## src/hw/usart_cfg_pkg.sv

```systemverilog
// Shared constants for the serial baud and infrared configuration block
`default_nettype none
package usart_cfg_pkg;
    // ------------------------------------------------------------
    // Register indices (byte address is four times the index)
    // ------------------------------------------------------------
    localparam logic [5:0] IDX_BAUD_LOW = 6'h08;
    localparam logic [5:0] IDX_BAUD_HIGH = 6'h09;
    localparam logic [5:0] IDX_AUTOBAUD_WINDOW = 6'h0a;
    localparam logic [5:0] IDX_DEBUG_RUN = 6'h0b;
    localparam logic [5:0] IDX_INFRARED_EVENT = 6'h0c;
    localparam logic [5:0] IDX_TX_PULSE = 6'h0d;
    localparam logic [5:0] IDX_RX_FILTER = 6'h0e;
    localparam logic [5:0] IDX_MODE_CTRL = 6'h0f;
    localparam logic [5:0] IDX_AUTOBAUD_STATUS = 6'h10;

    // ------------------------------------------------------------
    // Field positions
    // ------------------------------------------------------------
    localparam int WINDOW_LSB = 6;
    localparam int MODE_COMM_LSB = 0;
    localparam int MODE_RX_LSB = 2;
    localparam int MODE_TX_ON_BIT = 4;
    localparam int MODE_RX_ON_BIT = 5;
    localparam int STATUS_REJECT_BIT = 8;

    // ------------------------------------------------------------
    // Reset values
    // ------------------------------------------------------------
    localparam logic [15:0] RESET_DIVISOR = 16'h0000;
    localparam logic [7:0] RESET_BYTE = 8'h00;

    // ------------------------------------------------------------
    // Mode encodings and coding constants
    // ------------------------------------------------------------
    localparam logic [1:0] COMM_INFRARED = 2'h2;
    localparam logic [1:0] RX_CONSTRAINED_AUTOBAUD = 2'h3;
    localparam logic [7:0] TX_PULSE_THREE_SIXTEENTHS = 8'h00;
    localparam logic [7:0] TX_PULSE_BYPASS = 8'hff;
    localparam logic [7:0] THREE_SIXTEENTHS_SAMPLES = 8'h03;
    localparam logic [3:0] LAST_SAMPLE_PHASE = 4'hf;
    localparam logic [7:0] PAIR_NOMINAL_SAMPLES = 8'h20;
    localparam logic [4:0] RX_STRETCH_SAMPLES = 5'h10;

    typedef enum logic [1:0] {
        window_plus_minus_six = 2'h0,
        window_plus_minus_five = 2'h1,
        window_plus_minus_seven = 2'h2,
        window_plus_minus_eight = 2'h3
    } autobaud_window_size_t;

    // Tolerance in samples for each window code
    function automatic logic [7:0] window_tolerance(input logic [1:0] code);
        case (code)
            window_plus_minus_six: window_tolerance = 8'h06;
            window_plus_minus_five: window_tolerance = 8'h05;
            window_plus_minus_seven: window_tolerance = 8'h07;
            default: window_tolerance = 8'h08;
        endcase
    endfunction
endpackage
`default_nettype wire

```

## src/hw/pulse_run_filter.sv

```systemverilog
// Consecutive-sample filter that accepts a received infrared pulse
`default_nettype none
module pulse_run_filter #(
    parameter int WIDTH = 7
) (
    // Clock and reset
    input wire logic pclk,
    input wire logic presetn,
    // Sample stream
    input wire logic level,
    input wire logic [WIDTH-1:0] threshold,
    // Result
    output logic accept
);
    logic [WIDTH-1:0] run_count;
    logic armed;

    // Count consecutive high samples, one accept per pulse
    always_ff @(posedge pclk or negedge presetn) begin
        if (!presetn) begin
            run_count <= '0;
            armed <= 1'b1;
            accept <= 1'b0;
        end else if (!level) begin
            run_count <= '0;
            armed <= 1'b1;
            accept <= 1'b0;
        end else begin
            accept <= armed && (run_count == threshold);
            if (run_count == threshold) begin
                armed <= 1'b0;
            end else begin
                run_count <= run_count + 1'b1;
            end
        end
    end

    AST_FILTER_NEEDS_RUN: assert property (@(posedge pclk) disable iff (!presetn)
        accept && threshold == 7'h02 |-> $past(level, 1) && $past(level, 2) && $past(level, 3))
        else $error("pulse accepted before three consecutive samples");
endmodule // pulse_run_filter
`default_nettype wire

```

## src/hw/usart_baud_infrared_config.sv

```systemverilog
// Baud prescaler, auto-baud window, debug run and infrared coding with APB registers
`default_nettype none
module usart_baud_infrared_config (
    // Clock and reset
    input wire logic pclk,
    input wire logic presetn,
    // APB slave
    input wire logic psel,
    input wire logic penable,
    input wire logic pwrite,
    input wire logic [7:0] paddr,
    input wire logic [31:0] pwdata,
    output logic [31:0] prdata,
    output logic pready,
    output logic pslverr,
    // System side
    input wire logic cpu_debug_halt,
    input wire logic infrared_event_in,
    input wire logic tx_data_in,
    output logic rx_data_out,
    output logic sample_tick,
    output logic autobaud_update,
    // Line side
    input wire logic rxd_pin,
    output logic txd_out
);
    // ------------------------------------------------------------
    // Registers and state
    // ------------------------------------------------------------
    logic [15:0] divisor;
    logic [1:0] autobaud_window_size;
    logic run_during_debug_halt;
    logic infrared_event_input_on;
    logic [7:0] tx_pulse_length;
    logic [6:0] rx_pulse_filter_count;
    logic [1:0] comm_mode_select;
    logic [1:0] receiver_mode_select;
    logic transmitter_on;
    logic receiver_on;
    logic autobaud_reject;
    logic [7:0] last_pair_count;
    logic [15:0] presc;
    logic [3:0] phase;
    logic [7:0] tx_pulse_cnt;
    logic rx_sync1, rx_sync2;
    logic rx_prev;
    logic [4:0] rx_stretch;
    logic [7:0] pair_count;
    logic pair_armed;

    // ------------------------------------------------------------
    // Decode and mode terms
    // ------------------------------------------------------------
    logic [5:0] idx;
    logic access, wr_access, divisor_write, running, bit_start;
    logic infrared_comm_mode, constrained_autobaud_mode, tx_bypass, tx_coded;
    logic rx_src, filter_accept, pair_edge, in_window, hw_update, sw_clear_reject;
    logic [7:0] tol;
    logic [23:0] scaled;
    logic [15:0] next_divisor;

    assign idx = paddr[7:2];
    assign access = psel && penable && pready;
    assign wr_access = access && pwrite;
    assign divisor_write = wr_access && (idx == usart_cfg_pkg::IDX_BAUD_LOW
        || idx == usart_cfg_pkg::IDX_BAUD_HIGH);
    assign running = !cpu_debug_halt || run_during_debug_halt;
    assign bit_start = running && sample_tick && phase == usart_cfg_pkg::LAST_SAMPLE_PHASE;
    assign infrared_comm_mode = comm_mode_select == usart_cfg_pkg::COMM_INFRARED;
    assign constrained_autobaud_mode = receiver_on
        && receiver_mode_select == usart_cfg_pkg::RX_CONSTRAINED_AUTOBAUD;
    assign tx_bypass = tx_pulse_length == usart_cfg_pkg::TX_PULSE_BYPASS;
    assign tx_coded = infrared_comm_mode && !tx_bypass;
    assign sw_clear_reject = wr_access && idx == usart_cfg_pkg::IDX_AUTOBAUD_STATUS
        && pwdata[usart_cfg_pkg::STATUS_REJECT_BIT];

    // Receive source: event channel only when enabled and running (not halted, or debug run set)
    assign rx_src = (infrared_comm_mode && tx_bypass && infrared_event_input_on && running)
        ? infrared_event_in : rx_sync2;

    // Auto-baud window and divisor scaling
    assign tol = usart_cfg_pkg::window_tolerance(autobaud_window_size);
    assign in_window = pair_count >= usart_cfg_pkg::PAIR_NOMINAL_SAMPLES - tol
        && pair_count <= usart_cfg_pkg::PAIR_NOMINAL_SAMPLES + tol;
    assign pair_edge = constrained_autobaud_mode && running && rx_prev && !rx_data_out;
    assign hw_update = pair_edge && pair_armed && in_window;
    assign scaled = {8'h00, divisor} * {16'h0000, pair_count};
    assign next_divisor = scaled[20:5];

    // ------------------------------------------------------------
    // APB register writes
    // ------------------------------------------------------------
    always_ff @(posedge pclk or negedge presetn) begin
        if (!presetn) begin
            autobaud_window_size <= 2'h0;
            run_during_debug_halt <= 1'b0;
            infrared_event_input_on <= 1'b0;
            tx_pulse_length <= usart_cfg_pkg::RESET_BYTE;
            rx_pulse_filter_count <= 7'h00;
            comm_mode_select <= 2'h0;
            receiver_mode_select <= 2'h0;
            transmitter_on <= 1'b0;
            receiver_on <= 1'b0;
        end else if (wr_access) begin
            case (idx)
                usart_cfg_pkg::IDX_AUTOBAUD_WINDOW: autobaud_window_size <=
                    pwdata[usart_cfg_pkg::WINDOW_LSB +: 2];
                usart_cfg_pkg::IDX_DEBUG_RUN: run_during_debug_halt <= pwdata[0];
                usart_cfg_pkg::IDX_INFRARED_EVENT: infrared_event_input_on <= pwdata[0];
                usart_cfg_pkg::IDX_TX_PULSE: tx_pulse_length <= pwdata[7:0];
                usart_cfg_pkg::IDX_RX_FILTER: rx_pulse_filter_count <= pwdata[6:0];
                usart_cfg_pkg::IDX_MODE_CTRL: begin
                    comm_mode_select <= pwdata[usart_cfg_pkg::MODE_COMM_LSB +: 2];
                    receiver_mode_select <= pwdata[usart_cfg_pkg::MODE_RX_LSB +: 2];
                    transmitter_on <= pwdata[usart_cfg_pkg::MODE_TX_ON_BIT];
                    receiver_on <= pwdata[usart_cfg_pkg::MODE_RX_ON_BIT];
                end
                default: ;
            endcase
        end
    end

    // Divisor: software byte writes win over auto-baud update
    always_ff @(posedge pclk or negedge presetn) begin
        if (!presetn) begin
            divisor <= usart_cfg_pkg::RESET_DIVISOR;
        end else if (divisor_write) begin
            if (idx == usart_cfg_pkg::IDX_BAUD_LOW) begin
                divisor[7:0] <= pwdata[7:0];
            end else begin
                divisor[15:8] <= pwdata[7:0];
            end
        end else if (hw_update) begin
            divisor <= next_divisor;
        end
    end

    // APB answer prepared in the setup cycle, zero wait states
    always_ff @(posedge pclk or negedge presetn) begin
        if (!presetn) begin
            prdata <= 32'h0000_0000;
            pready <= 1'b0;
            pslverr <= 1'b0;
        end else begin
            pready <= psel && !penable;
            pslverr <= psel && !penable && (idx < usart_cfg_pkg::IDX_BAUD_LOW
                || idx > usart_cfg_pkg::IDX_AUTOBAUD_STATUS);
            prdata <= 32'h0000_0000;
            if (psel && !penable && !pwrite) begin
                case (idx)
                    usart_cfg_pkg::IDX_BAUD_LOW: prdata[7:0] <= divisor[7:0];
                    usart_cfg_pkg::IDX_BAUD_HIGH: prdata[7:0] <= divisor[15:8];
                    usart_cfg_pkg::IDX_AUTOBAUD_WINDOW:
                        prdata[usart_cfg_pkg::WINDOW_LSB +: 2] <= autobaud_window_size;
                    usart_cfg_pkg::IDX_DEBUG_RUN: prdata[0] <= run_during_debug_halt;
                    usart_cfg_pkg::IDX_INFRARED_EVENT: prdata[0] <= infrared_event_input_on;
                    usart_cfg_pkg::IDX_TX_PULSE: prdata[7:0] <= tx_pulse_length;
                    usart_cfg_pkg::IDX_RX_FILTER: prdata[6:0] <= rx_pulse_filter_count;
                    usart_cfg_pkg::IDX_MODE_CTRL: prdata[5:0] <= {receiver_on, transmitter_on,
                        receiver_mode_select, comm_mode_select};
                    usart_cfg_pkg::IDX_AUTOBAUD_STATUS: prdata[8:0] <=
                        {autobaud_reject, last_pair_count};
                    default: ;
                endcase
            end
        end
    end

    // ------------------------------------------------------------
    // Baud prescaler and sample phase
    // ------------------------------------------------------------
    // Divisor writes reload at once; frames in flight are software's concern
    always_ff @(posedge pclk or negedge presetn) begin
        if (!presetn) begin
            presc <= usart_cfg_pkg::RESET_DIVISOR;
            sample_tick <= 1'b0;
        end else if (divisor_write) begin
            presc <= (idx == usart_cfg_pkg::IDX_BAUD_LOW) ? {divisor[15:8], pwdata[7:0]}
                : {pwdata[7:0], divisor[7:0]};
            sample_tick <= 1'b0;
        end else if (hw_update) begin
            presc <= next_divisor;
            sample_tick <= 1'b0;
        end else if (running) begin
            sample_tick <= presc == 16'h0000;
            presc <= (presc == 16'h0000) ? divisor : presc - 16'h0001;
        end else begin
            sample_tick <= 1'b0;
        end
    end

    // Sixteen samples make one bit
    always_ff @(posedge pclk or negedge presetn) begin
        if (!presetn) begin
            phase <= 4'h0;
        end else if (running && sample_tick) begin
            phase <= phase + 4'h1;
        end
    end

    // ------------------------------------------------------------
    // Infrared transmit coding
    // ------------------------------------------------------------
    always_ff @(posedge pclk or negedge presetn) begin
        if (!presetn) begin
            txd_out <= 1'b1;
            tx_pulse_cnt <= 8'h00;
        end else if (!tx_coded) begin
            txd_out <= tx_data_in;
            tx_pulse_cnt <= 8'h00;
        end else if (bit_start && transmitter_on && !tx_data_in) begin
            txd_out <= 1'b1;
            if (tx_pulse_length == usart_cfg_pkg::TX_PULSE_THREE_SIXTEENTHS) begin
                tx_pulse_cnt <= usart_cfg_pkg::THREE_SIXTEENTHS_SAMPLES - 8'h01;
            end else begin
                tx_pulse_cnt <= tx_pulse_length - 8'h01;
            end
        end else if (tx_pulse_length == usart_cfg_pkg::TX_PULSE_THREE_SIXTEENTHS) begin
            if (running && sample_tick) begin
                if (tx_pulse_cnt == 8'h00) begin
                    txd_out <= 1'b0;
                end else begin
                    tx_pulse_cnt <= tx_pulse_cnt - 8'h01;
                end
            end
        end else if (tx_pulse_cnt == 8'h00) begin
            txd_out <= 1'b0;
        end else begin
            tx_pulse_cnt <= tx_pulse_cnt - 8'h01;
        end
    end

    // ------------------------------------------------------------
    // Receive path: synchroniser, filter, decode
    // ------------------------------------------------------------
    always_ff @(posedge pclk or negedge presetn) begin
        if (!presetn) begin
            rx_sync1 <= 1'b1;
            rx_sync2 <= 1'b1;
        end else begin
            rx_sync1 <= rxd_pin;
            rx_sync2 <= rx_sync1;
        end
    end

    pulse_run_filter #(.WIDTH(7)) rx_filter (
        .pclk(pclk),
        .presetn(presetn),
        .level(rx_src && tx_coded),
        .threshold(rx_pulse_filter_count),
        .accept(filter_accept)
    );

    // Accepted pulse shows as a low bit for sixteen samples
    always_ff @(posedge pclk or negedge presetn) begin
        if (!presetn) begin
            rx_data_out <= 1'b1;
            rx_stretch <= 5'h00;
            rx_prev <= 1'b1;
        end else begin
            rx_prev <= rx_data_out;
            if (!tx_coded) begin
                rx_data_out <= rx_src;
                rx_stretch <= 5'h00;
            end else if (filter_accept && receiver_on) begin
                rx_data_out <= 1'b0;
                rx_stretch <= usart_cfg_pkg::RX_STRETCH_SAMPLES;
            end else if (rx_stretch == 5'h00) begin
                rx_data_out <= 1'b1;
            end else if (running && sample_tick) begin
                rx_stretch <= rx_stretch - 5'h01;
            end
        end
    end

    // ------------------------------------------------------------
    // Constrained auto-baud measurement
    // ------------------------------------------------------------
    always_ff @(posedge pclk or negedge presetn) begin
        if (!presetn) begin
            pair_count <= 8'h00;
            pair_armed <= 1'b0;
            last_pair_count <= 8'h00;
            autobaud_update <= 1'b0;
        end else begin
            autobaud_update <= hw_update;
            if (!constrained_autobaud_mode) begin
                pair_count <= 8'h00;
                pair_armed <= 1'b0;
            end else if (pair_edge) begin
                pair_count <= 8'h00;
                pair_armed <= 1'b1;
                if (pair_armed) begin
                    last_pair_count <= pair_count;
                end
            end else if (running && sample_tick && pair_count != 8'hff) begin
                pair_count <= pair_count + 8'h01;
            end
        end
    end

    // Sticky reject flag, a new reject wins over the clear
    always_ff @(posedge pclk or negedge presetn) begin
        if (!presetn) begin
            autobaud_reject <= 1'b0;
        end else if (pair_edge && pair_armed && !in_window) begin
            autobaud_reject <= 1'b1;
        end else if (sw_clear_reject) begin
            autobaud_reject <= 1'b0;
        end
    end

    // ------------------------------------------------------------
    // Checks
    // ------------------------------------------------------------
    AST_BAUD_RELOAD: assert property (@(posedge pclk) disable iff (!presetn)
        divisor_write && idx == usart_cfg_pkg::IDX_BAUD_LOW
        |=> presc == {$past(divisor[15:8]), $past(pwdata[7:0])})
        else $error("prescaler not reloaded by divisor write");
    AST_BAUD_HIGH_READ: assert property (@(posedge pclk) disable iff (!presetn)
        psel && !penable && !pwrite && idx == usart_cfg_pkg::IDX_BAUD_HIGH
        |=> prdata == {24'h00_0000, $past(divisor[15:8])})
        else $error("high divisor byte read wrong");
    AST_WINDOW_REJECT: assert property (@(posedge pclk) disable iff (!presetn)
        pair_edge && pair_armed && !in_window && !divisor_write
        |=> autobaud_reject && !autobaud_update && $stable(divisor))
        else $error("out-of-window pair changed divisor");
    AST_WINDOW_EDGE: assert property (@(posedge pclk) disable iff (!presetn)
        pair_edge && pair_armed && pair_count == 8'h28 && autobaud_window_size == 2'h3
        |=> autobaud_update)
        else $error("pair of 40 samples refused in widest window");
    AST_DEBUG_HALT: assert property (@(posedge pclk) disable iff (!presetn)
        cpu_debug_halt && !run_during_debug_halt && !divisor_write
        |=> $stable(presc) && !sample_tick)
        else $error("prescaler ran during debug halt");
    AST_EVENT_IGNORED: assert property (@(posedge pclk) disable iff (!presetn)
        !infrared_event_input_on && !tx_coded |=> rx_data_out == $past(rx_sync2))
        else $error("event input used while disabled");
    AST_TX_PASS: assert property (@(posedge pclk) disable iff (!presetn)
        !tx_coded |=> txd_out == $past(tx_data_in))
        else $error("transmit not passed through");
    AST_TX_FIXED_PULSE: assert property (@(posedge pclk) disable iff (!presetn)
        tx_coded && bit_start && transmitter_on && !tx_data_in && tx_pulse_length == 8'h03
        |=> txd_out [*3] ##1 !txd_out)
        else $error("fixed pulse not three clocks long");
endmodule // usart_baud_infrared_config
`default_nettype wire

```

## config.mk

```make
export PLATFORM = sky130hd
export DESIGN_NAME = usart_baud_infrared_config
export DESIGN_NICKNAME = d
export VERILOG_FILES = /design/src/hw/usart_cfg_pkg.sv /design/src/hw/pulse_run_filter.sv /design/src/hw/usart_baud_infrared_config.sv
export SDC_FILE = /design/constraint.sdc
export NUM_CORES = 1
export LEC_CHECK = 0
export BUFFER_PORTS_ARGS = -buffer_cell sky130_fd_sc_hd__buf_2
export CORE_MARGIN = 4
export CORE_UTILIZATION = 55
export CTS_BUF_LIST = sky130_fd_sc_hd__clkbuf_4 sky130_fd_sc_hd__clkbuf_8
export CTS_CLUSTER_DIAMETER = 30
export DETAILED_ROUTE_END_ITERATION = 16
export PLACE_DENSITY = 0.86
export SLEW_MARGIN = 20
export SYNTH_ARGS = -nofsm -noshare
export SYNTH_HDL_FRONTEND = slang
export SYNTH_SLANG_ARGS = --single-unit
export TNS_END_PERCENT = 20
```

## constraint.sdc

```tcl
create_clock -name pclk -period 8.85 [get_ports pclk]
set_input_delay 1.77 -clock pclk [delete_from_list [all_inputs] [get_ports pclk]]
set_output_delay 1.77 -clock pclk [all_outputs]
set_load 0.005 [all_outputs]
```

==> results.cfg <==
[run_status]
status = complete, no violations

[drt]
vias = 8742
vias_per_cell = 6.02
wl_per_cell_um = 18.2
final_antenna_net_count = 0
wirelength_um = 26400
drtIter0Drc = 832
drc = 0
drt_first_pass_iters = 7

[power]
power.total_mw = 1.25
ir_worst_vdd_uv = 107
power_density_nw_per_um2 = 110
p_leak_nw = 5.38

[setup_path]
critPathCaptureType = register
crit_top_cell = fa_1
reg2reg_from = pair_count[5]
path_delay_family = adder cells
slowest_stage = dfrtp_1
worstPathArrival_ps = 5880
worstSetupStartpointType = register
r2r_setup_slack_ps = 3370
critPathKind = reg -> reg
crit_path_max_fanout = 23
required_ps = 9250
reg2reg_depth = 15
crit_chain = and2_1, fa_1, fa_1, fa_1, inv_1, fa_1, inv_1, ha_1, a21oi_1, nand3_1, o22ai_1, nor3_2, or2_2, nor3_1, o22a_1
critical-path-max-stage-delay_ps = 900
critPathBufInv = 2
r2r-end = presc[13]

[cells_and_area]
drive_above_1_share = 0.120
final_cell_mix = inv_1 (122), dfrtp_1 (113), nand2_1 (99), and2_1 (93), nor2_1 (85)
fill_cells = 1573
multi_input_area_um2 = 6930
regArea_um2 = 2990
syn_to_final_growth_pct = 5.27
final_common_cell = inv_1
fin_nets = 1358
antenna_cells = 0

[logic_synthesis]
async_flop_share = 1.00
synth_compound_area_frac = 0.126
synth_edf_count = 0
ys.flop_type = dfrtp_1
synth_simple_gate_area_frac = 0.204
ys_types = 80
yosysSeqAreaShare = 0.277
yosysWarningCount = 0
synth-seq-cells = 119
synthXorXnorAreaFrac = 0.0452
yosys.area_share.adder = 0.209
synthMuxAreaShare = 0.0519
syn_avg_cell_area_um2 = 9.11
synth_top_family_by_area = adder cells
synth_cells = 1183
syn-cell-area_um2 = 10800

[hold_path]
min_path_type = reg -> reg
holdPathStages = 0
worstHoldStart = rx_sync1
worstHoldEndpoint = rx_sync2

[global_routing]
antenna_found_initial = 0
grt.total_usage = 0.247
grt_max_degree = 76
grt_pass1_vias = 8858
grt_pass1_wl_um = 44000
gr-total-overflow = 0

[sta]
fin_worst_skew_ps = 13.4
slew_violations = 0
post-route-min-period_ps = 5480
relSlewSlack = 0.326
rsz0062_at_grt = no
finalCritPeriodShare = 0.620
worstMarginPinSlew_ps = 1000
setup_violations = 0
max_freq_mhz = 182
fin_tns_setup_ps = 0
hold_violations = 0

[die]
core_area_um2 = 19000
num_rows = 50
die_area_um2 = 21900
initial_core_util = 0.568
io_pins = 87
die_w_um = 148
die_h_um = 148

[clock_tree]
cts_buffers = 17
cts.sinks = 119
clkTransAtPathRegs_ps = 70
htree_levels = 4
post_cts.repair.setup_buffers = 0
cts_root_buf = clkbuf_8
clock_latency_ps = 460
ctsHoldBuffers = 0
cts_tree = yes
ctsResizeCount = 0
clk_path_buf_depth = 2

[placement]
io_buffers = 38
dpl.hpwl_um = 19300
gp_congestion = 0.916

[job]
maxCapViolations = 0
-- kinds of logic (layout without fill, tap and decap cells) --
| group | after synthesis | in the layout |
|---|---|---|
| and+or+nand+nor | 412 | 412 |
| buffers and inverters | 211 | 197 |
| AOI/OAI and AO/OA | 205 | 205 |
| adders and majority gates | 131 | 131 |
| DFF | 119 | 119 |
| xor gates and xnor gates | 54 | 54 |
| muxes | 50 | 50 |
| other | 1 | 23 |
-- Yosys cell counts, types with 5 or more instances --
cell type | instances | area, um2
nand2b_1 | 8 | 50.1
a31oi_1 | 19 | 119
mux2i_1 | 12 | 120
a211oi_1 | 9 | 67.6
nand3_1 | 28 | 140
nor3_1 | 23 | 115
buf_4 | 27 | 203
nand2_1 | 99 | 372
a22o_1 | 5 | 43.8
clkbuf_1 | 41 | 154
nor2_1 | 85 | 319
dfrtp_1 | 113 | 2830
dfstp_2 | 6 | 158
ha_1 | 50 | 626
fa_1 | 81 | 1620
and3_1 | 15 | 93.8
mux2_2 | 37 | 417
nand4_1 | 9 | 56.3
nor4_1 | 6 | 37.5
nor2b_1 | 10 | 62.6
xor2_1 | 24 | 210
and2_1 | 93 | 582
buf_2 | 15 | 75.1
a21oi_1 | 51 | 255
a22oi_1 | 20 | 150
xnor2_1 | 29 | 254
o31ai_1 | 10 | 75.1
o211ai_1 | 8 | 60.1
inv_1 | 122 | 458
o21ai_0 | 35 | 175
-- worst max-delay path by stage --
| stage | slack (ps) | from | cells past startpoint | endpoint |
|---|---|---|---|---|
| floorplan | 3950 | pair_count[3] | 17 | divisor[14] |
| global placement | 3450 | pair_count[5] | 15 | presc[13] |
| detailed placement | 3390 | pair_count[5] | 15 | presc[13] |
| CTS | 3380 | pair_count[5] | 15 | presc[13] |
| global route | 2970 | pair_count[5] | 15 | presc[13] |
| finish | 3370 | pair_count[5] | 15 | presc[13] |
-- sequential cells by signal, summed over array words and instances, names as in the netlist, 2 cells and up --
name	count
pair_count	8
rx_filter.run_count	7
divisor	16
presc	16
rx_stretch	5
rx_pulse_filter_count	7
last_pair_count	8
autobaud_window_size	2
phase	4
comm_mode_select	2
receiver_mode_select	2
tx_pulse_cnt	8
tx_pulse_length	8
prdata	9
-- metrics by stage --
stage | hold WS, ps | util | setup slack [ps] | cell area, um2 | std cells
6_report | 354 | 0.598 | 3370 | 11300 | 1451
3_5_place_dp | 348 | 0.577 | 3390 | 10900 | 1419
3_3_place_gp | 347 | 0.577 | 3450 | 10900 | 1419
5_1_grt | 359 | 0.598 | 2970 | 11300 | 1451
2_1_floorplan | 345 | - | 3950 | 10900 | 1205
4_1_cts | 357 | 0.598 | 3380 | 11300 | 1451
-- area by class of cell --
| type | instances | area share |
|---|---|---|
| Sequential cell | 119 | 0.263 |
| Tap cell | 260 | 0.0287 |
| Clock inverter | 13 | 0.0137 |
| Timing Repair Buffer | 42 | 0.0196 |
| Inverter | 123 | 0.0407 |
| Multi-Input combinational cell | 875 | 0.611 |
| Clock buffer | 19 | 0.0225 |
-- routing by layer --
metal | part of all wire | up-vias | GRT usage
met4 | 0.026 | 0 | 0.0813
met5 | 0 | - | 0
met1 | 0.40 | 4318 | 0.331
li1 | - | 3911 | -
met3 | 0.093 | 69 | 0.0426
met2 | 0.48 | 444 | 0.412
-- where the power goes --
part	switching (mW)	internal [mW]
Combinational	0.0752	0.0549
Sequential	0.0367	0.568
Clock	0.225	0.286
Total	0.337	0.909
No activity file was read; power rests on OpenSTA's default activity.
